===== config.mk =====
export PLATFORM = sky130hd
export DESIGN_NAME = hbm_top
export DESIGN_NICKNAME = d
export VERILOG_FILES = /design/src/design/hbm_pkg.sv /design/src/design/hbm_top.sv /design/src/design/hbm_sync.sv
export SDC_FILE = /design/constraint.sdc
export NUM_CORES = 1
export LEC_CHECK = 0
export ABC_AREA = 1
export BUFFER_PORTS_ARGS = -buffer_cell sky130_fd_sc_hd__buf_4
export CAP_MARGIN = 20
export CORE_UTILIZATION = 47
export CTS_BUF_LIST = sky130_fd_sc_hd__clkbuf_4
export CTS_CLUSTER_DIAMETER = 50
export CTS_CLUSTER_SIZE = 30
export DETAILED_ROUTE_END_ITERATION = 8
export PLACE_DENSITY = 0.79
export SYNTH_ARGS = -nofsm -noshare
export SYNTH_HDL_FRONTEND = slang
export SYNTH_SLANG_ARGS = --single-unit

===== constraint.sdc =====
create_clock -name clk_sys -period 1.1 [get_ports clk_sys]
set_input_delay 0.275 -clock clk_sys [delete_from_list [all_inputs] [get_ports clk_sys]]
set_output_delay 0.275 -clock clk_sys [all_outputs]
set_load 0.02 [all_outputs]

===== src/design/hbm_pkg.sv =====
// Package with shared constants and carrier types for the hub mode and strap block
`default_nettype none
package hbm_pkg;

    // ------------------------------------------------------------
    // Sizes and reset values
    // ------------------------------------------------------------
    localparam int HBM_NUM_STRAP_PORTS = 2;
    localparam logic [1:0] HBM_DISABLE_RST = 2'h0;
    localparam logic HBM_IRQ_N_RST = 1'b1;

    // ------------------------------------------------------------
    // Timing
    // ------------------------------------------------------------
    localparam int HBM_CLK_PERIOD_NS = 4;
    localparam int HBM_SYNC_STAGES = 2;

    // ------------------------------------------------------------
    // Types
    // ------------------------------------------------------------
    typedef enum logic [1:0] {
        HBM_ST_STRAP,
        HBM_ST_HUB,
        HBM_ST_BYPASS
    } hbm_state_t;

    // Pin enables for one downstream data pair
    typedef struct packed {
        logic dplus_oe_n;
        logic dminus_oe_n;
    } hbm_pair_oe_t;

endpackage : hbm_pkg

`default_nettype wire


===== src/design/hbm_top.sv =====
// Hub bypass mode select, downstream port strap capture and interrupt pin drive
`timescale 1ns/1ns
`default_nettype none
//
// Functional notes
// - A low mode-select input puts the device in pass-through, routing the bypass port to upstream.
// - In pass-through, downstream ports 1 and 2 are left undriven.
// - In pass-through, the core logic is held in reduced power.
// - A high mode-select input returns the device to normal hub operation.
// - The data pins of ports 1 and 2 are sampled at reset release to decide port disable.
// - The reset input is active low and holds reset while low.
// - In hub mode, the interrupt pin is driven low to signal a pending interrupt.
// - Port 3, the pass-through port, has no disable strap.
// - In pass-through, any configured data-pair swap is ignored on the routed pins.

module hbm_top #(
    parameter int NPORT = hbm_pkg::HBM_NUM_STRAP_PORTS
) (
    // Clock and reset
    input wire logic clk_sys,
    input wire logic resetn,
    // Mode select, active low
    input wire logic bypass_sel_n,
    // Strap pins of downstream ports 1 and 2
    input wire logic [NPORT-1:0] downstream_dplus_pins,
    input wire logic [NPORT-1:0] downstream_dminus_pins,
    // Hub core requests
    input wire logic irq_req,
    input wire logic swap_cfg,
    input wire logic [NPORT-1:0] hub_drive_req,
    // Mode outputs
    output logic bypass_route_en,
    output logic core_low_power,
    output logic hub_active,
    output logic upstream_swap_en,
    // Downstream pin enables, low while driving
    output hbm_pkg::hbm_pair_oe_t [NPORT-1:0] downstream_oe_n,
    // Strap results
    output logic [NPORT-1:0] port_disabled,
    output logic strap_valid,
    // Interrupt pin, open drain: enable low pulls the line low
    output logic irq_oe_n
);

    // ------------------------------------------------------------
    // Input synchronisation
    // ------------------------------------------------------------
    logic [2*NPORT:0] raw_in;
    logic [2*NPORT:0] sync_in;
    logic mode_sel_n;
    logic [NPORT-1:0] dp_s;
    logic [NPORT-1:0] dm_s;

    assign raw_in = {bypass_sel_n, downstream_dplus_pins, downstream_dminus_pins};

    // Resets to hub mode side and to not-tied, so a short reset strap reads enabled
    hbm_sync #(
        .WIDTH(2 * NPORT + 1),
        .RST_VAL({1'b1, {(2 * NPORT){1'b0}}})
    ) u_sync (
        .clk_sys(clk_sys),
        .resetn(resetn),
        .din(raw_in),
        .dout(sync_in)
    );

    assign mode_sel_n = sync_in[2*NPORT];
    assign dp_s = sync_in[2*NPORT-1:NPORT];
    assign dm_s = sync_in[NPORT-1:0];

    // ------------------------------------------------------------
    // Mode and strap state machine
    // ------------------------------------------------------------
    hbm_pkg::hbm_state_t state;
    hbm_pkg::hbm_state_t next_state;
    logic [NPORT-1:0] next_disabled;
    logic strap_take;
    logic strap_ready;
    logic [1:0] strap_cnt;
    logic [1:0] next_strap_cnt;
    logic [NPORT-1:0] strap_tied;

    // Both pins high means the board tied the pair to the 3.3 V rail
    assign strap_tied = dp_s & dm_s;
    // The synchroniser shows its reset value for two edges after release, so the
    // strap waits until the pin level present at release has reached its output
    assign strap_ready = (strap_cnt == 2'(hbm_pkg::HBM_SYNC_STAGES));
    assign next_strap_cnt = ((state == hbm_pkg::HBM_ST_STRAP) && !strap_ready)
        ? strap_cnt + 2'd1 : strap_cnt;
    assign strap_take = (state == hbm_pkg::HBM_ST_STRAP) && strap_ready;
    assign next_disabled = strap_take ? strap_tied : port_disabled;

    // Mode follows the synchronised select pin once the strap is in
    always_comb begin
        next_state = state;
        case (state)
            hbm_pkg::HBM_ST_STRAP: begin
                if (strap_ready) begin
                    next_state = mode_sel_n ? hbm_pkg::HBM_ST_HUB : hbm_pkg::HBM_ST_BYPASS;
                end
            end
            hbm_pkg::HBM_ST_HUB: begin
                if (!mode_sel_n) begin
                    next_state = hbm_pkg::HBM_ST_BYPASS;
                end
            end
            hbm_pkg::HBM_ST_BYPASS: begin
                if (mode_sel_n) begin
                    next_state = hbm_pkg::HBM_ST_HUB;
                end
            end
            default: begin
                next_state = hbm_pkg::HBM_ST_STRAP;
            end
        endcase
    end

    // State and latched strap; reset is asynchronous and active low
    always_ff @(posedge clk_sys or negedge resetn) begin
        if (!resetn) begin
            state <= hbm_pkg::HBM_ST_STRAP;
            strap_cnt <= '0;
            port_disabled <= NPORT'(hbm_pkg::HBM_DISABLE_RST);
            strap_valid <= 1'b0;
        end else begin
            state <= next_state;
            strap_cnt <= next_strap_cnt;
            port_disabled <= next_disabled;
            strap_valid <= strap_valid | strap_take;
        end
    end

    // ------------------------------------------------------------
    // Output decode
    // ------------------------------------------------------------
    logic in_bypass;
    logic in_hub;
    logic [NPORT-1:0] next_drive;
    hbm_pkg::hbm_pair_oe_t [NPORT-1:0] next_oe_n;

    assign in_bypass = (next_state == hbm_pkg::HBM_ST_BYPASS);
    assign in_hub = (next_state == hbm_pkg::HBM_ST_HUB);
    // Disabled or bypassed ports never drive; pass-through floats ports 1 and 2
    assign next_drive = hub_drive_req & ~next_disabled & {NPORT{in_hub}};

    always_comb begin
        for (int i = 0; i < NPORT; i++) begin
            next_oe_n[i].dplus_oe_n = ~next_drive[i];
            next_oe_n[i].dminus_oe_n = ~next_drive[i];
        end
    end

    // Registered outputs; looking at next_state saves a cycle of latency
    always_ff @(posedge clk_sys or negedge resetn) begin
        if (!resetn) begin
            bypass_route_en <= 1'b0;
            core_low_power <= 1'b0;
            hub_active <= 1'b0;
            upstream_swap_en <= 1'b0;
            downstream_oe_n <= '1;
            irq_oe_n <= hbm_pkg::HBM_IRQ_N_RST;
        end else begin
            bypass_route_en <= in_bypass;
            core_low_power <= in_bypass;
            hub_active <= in_hub;
            upstream_swap_en <= swap_cfg & ~in_bypass;
            downstream_oe_n <= next_oe_n;
            irq_oe_n <= ~(irq_req & in_hub);
        end
    end
endmodule : hbm_top

`default_nettype wire


===== src/design/hbm_sync.sv =====
// Two-stage synchroniser for asynchronous level inputs
`timescale 1ns/1ns
`default_nettype none

module hbm_sync #(
    parameter int WIDTH = 1,
    parameter logic [WIDTH-1:0] RST_VAL = '0
) (
    // Clock and reset
    input wire logic clk_sys,
    input wire logic resetn,
    // Data
    input wire logic [WIDTH-1:0] din,
    output logic [WIDTH-1:0] dout
);

    logic [WIDTH-1:0] meta;

    // First stage feeds only the second stage
    always_ff @(posedge clk_sys or negedge resetn) begin
        if (!resetn) begin
            meta <= RST_VAL;
            dout <= RST_VAL;
        end else begin
            meta <= din;
            dout <= meta;
        end
    end

endmodule : hbm_sync

`default_nettype wire


==> flow_summary.ini <==
[pwr]
leakage_uw = 0.000604
power.density_nw_per_um2 = 1380
irDropWorstVdd_uv = 1020
power.total_uw = 1600

[placement]
place_hpwl_um = 778
gp_congestion = 0.739
io_buffers = 22
dp_cells = 104

[clocking]
clk_pin_slew_ps = 120
cts_root_buffer = clkbuf_4
cts_buffers = 3
cts_max_path_buffers = 2
clkLatencyLatePin_ps = 300
tritoncts = yes
h-tree-depth = 1
cts.sinks = 23

[sta]
skew_ps = 5.05
hold-worst-slack_ps = 66.3
rsz0062_at_grt = yes
worst_slew_pin_slew_ps = 274
maxSlewViolCount = 0
period_needed_ps = 1250
fin_crit_sh = 1.14
clock.fmax_ghz = 0.797
finalSetupViolCount = 12
timing.final.ws_setup_ps = -154
finalHoldViolCount = 0
slew_headroom = 0.817
tns_ps = -924

[yosys]
synthDistinctLibCells = 17
synth_xor_area_frac = 0.0109
synth_area_leaders = dfrtp_1, dfstp_2, inv_1, nand2_1, buf_4
seq_area_frac_synth = 0.723
synth_top_area_cell = dfrtp_1
synth.avg_cell_area_um2 = 11.8
synth_top_family_by_area = simple AND/OR/NAND/NOR gates
synth_nets = 80
synthMuxAreaShare = 0
synthesis.area_um2 = 805
synth-simple-area-share = 0.135
synthCells = 68
netlist.area_leader.share = 0.560
synthAdderAreaFrac = 0.0156
ys_ff_latch = 23
synth_compound_area_frac = 0.0218
yosysWarnings = 0

[grt]
grt_overflow = 0
first_global_vias = 462
grtUsageTotal = 0.139
grt_max_degree = 24
grt_pass1_wl_um = 1900
antenna_found_initial = 0

[detailed_routing]
routedWlPerCell_um = 11.3
first_pass_iters = 5
wirelength_um = 1290
vias = 523
avgViaCountPerCell = 4.59
ant_nets = 0
drc_errors = 6
drt_iter0_drc = 11

[final_layout]
fillers = 106
syn2layout_area_growth_pct = 43.9
diodes = 0
regArea_um2 = 583
final_cells = 114
multiInputGateArea_um2 = 203
drive_gt1_frac = 0.541
nets = 111

[outcome]
violations = DRC, setup timing
status = finished, violations left

[min_path]
hold_path_class = primary input to register
whs_path_depth = 1
hold_start = bypass_sel_n
holdPathEnd = u_sync.meta[4]$_DFF_PN1_

[setup_path]
r2r_cells = 5
crit_slowest_cell = dfstp_2
critical_path_buf_inv_count = 1
cp.arrival_ps = 980
endpoint_kind = output pin
r2r_slack_ps = -60
reg2reg_from = state[0]$_DFF_PN0_
crit_chain = buf_6
crit_type = register to output pin
startpoint = downstream_oe_n[0]$_DFF_PN1_
reg2reg_to = strap_cnt[1]$_DFFE_PN0P_
cp_max_fo = 2
critical-path-max-stage-delay_ps = 570
required_ps = 820
cp_top_family = flip-flops
critPathLaunchType = register

[floorplanning]
die_w_um = 43.4
fp-row-count = 14
ios = 23
start_util = 0.516
coreArea_um2 = 1560
die_area_um2 = 1880
die-height_um = 43.4

[job]
drv_cap = 0
## logic make-up (layout without fill, tap and decap cells)
logic type               after synthesis  in the layout
flip-flops                            23             23
AND/OR/NAND/NOR                       23             23
buffers and inverters                 17             47
adder cells (fa/ha/maj)                1              1
AO/OA/AOI/OAI                          3              3
XOR/XNOR                               1              1
## through the flow
stage / instance area [um2] / worst slack [ps] / utilization
3_5_place_dp: 975 / -9.04 / 0.625
4_1_cts: 1060 / -164 / 0.681
6_report: 1160 / -154 / 0.742
5_1_grt: 1160 / -193 / 0.742
3_3_place_gp: 975 / 28.3 / 0.625
2_1_floorplan: 805 / 50.4 / -
## sequential cells by signal, indices dropped and copies added (netlist names)
name / count
core_low_power: 1
downstream_oe_n: 2
hub_active: 1
irq_oe_n: 1
upstream_swap_en: 1
port_disabled: 2
state: 2
strap_valid: 1
u_sync.meta: 5
u_sync.dout: 5
strap_cnt: 2
## cell type report
cell class                 count  share of cell area
inverter                      14              0.0454
multi-input combinational     28               0.175
sequential                    23               0.504
tap                           16              0.0173
clock buffer                   4              0.0259
timing repair buffer          29               0.232
## synthesized netlist by cell type, drive strengths merged
cell    instances
nand2          15
nor2            4
a21boi          1
a21oi           1
nor3            2
dfstp           5
dfrtp          18
buf             3
nand3           2
o21ai           1
ha              1
xor2            1
inv            14
## routing by layer
| layer | routed length (um) | share of wire | vias up | global-route usage |
|---|---|---|---|---|
| met3 | 81 | 0.063 | 0 | 0.0500 |
| met5 | 0 | 0 | - | 0 |
| met2 | 712 | 0.55 | 20 | 0.242 |
| li1 | - | - | 255 | - |
| met1 | 494 | 0.38 | 248 | 0.163 |
| met4 | 0 | 0 | 0 | 0.0375 |
## layout by cell type (no fill, tap or decap)
| master | Yosys | layout |
|---|---|---|
| nor3_1 | 2 | 1 |
| nor2_4 | 1 | 1 |
| clkbuf_4 | 0 | 4 |
| nand3_1 | 2 | 2 |
| o21ai_0 | 1 | 1 |
| dlygate4sd3_1 | 0 | 1 |
| a21oi_4 | 0 | 1 |
| nand2_4 | 1 | 3 |
| dfrtp_2 | 0 | 1 |
| nand2_2 | 1 | 2 |
| a21boi_2 | 0 | 1 |
| nand2_1 | 13 | 10 |
| buf_6 | 0 | 13 |
| inv_2 | 1 | 3 |
| ha_4 | 0 | 1 |
| nor2_1 | 3 | 1 |
| dfstp_2 | 5 | 5 |
| xor2_1 | 1 | 1 |
| buf_4 | 3 | 15 |
| dfrtp_1 | 18 | 17 |
| nor3_2 | 0 | 1 |
| nor2_2 | 0 | 2 |
| inv_1 | 13 | 11 |
## power breakdown
group          total [uW]  internal (uW)  switching (uW)  leakage [uW]
Sequential            938            904            34.2      0.000261
Clock                 400            166             234     0.0000184
Combinational         260            133             128      0.000325
## how the worst max path moves through the flow
stage	to	slack, ps	cells after the start
after CTS	downstream_oe_n[2]	-160	1
after detailed placement	downstream_oe_n[2]$_DFF_PN1_	-9	7
after floorplan	downstream_oe_n[0]$_DFF_PN1_	50	7
after global routing	downstream_oe_n[0]	-190	1
after global placement	downstream_oe_n[2]$_DFF_PN1_	30	7
final	downstream_oe_n[1]	-150	1
## timing repair
| action | 4_1_cts | 5_1_grt |
|---|---|---|
| hold buffers | 1 | 0 |
| gates resized for setup | 10 | 19 |
| buffers inserted | 2 | 3 |
| setup endpoints to repair | 14 | 20 |
| pin swaps | 3 | 4 |
| hold endpoints to repair | 18 | 0 |
(Power assumes the default switching activity.)
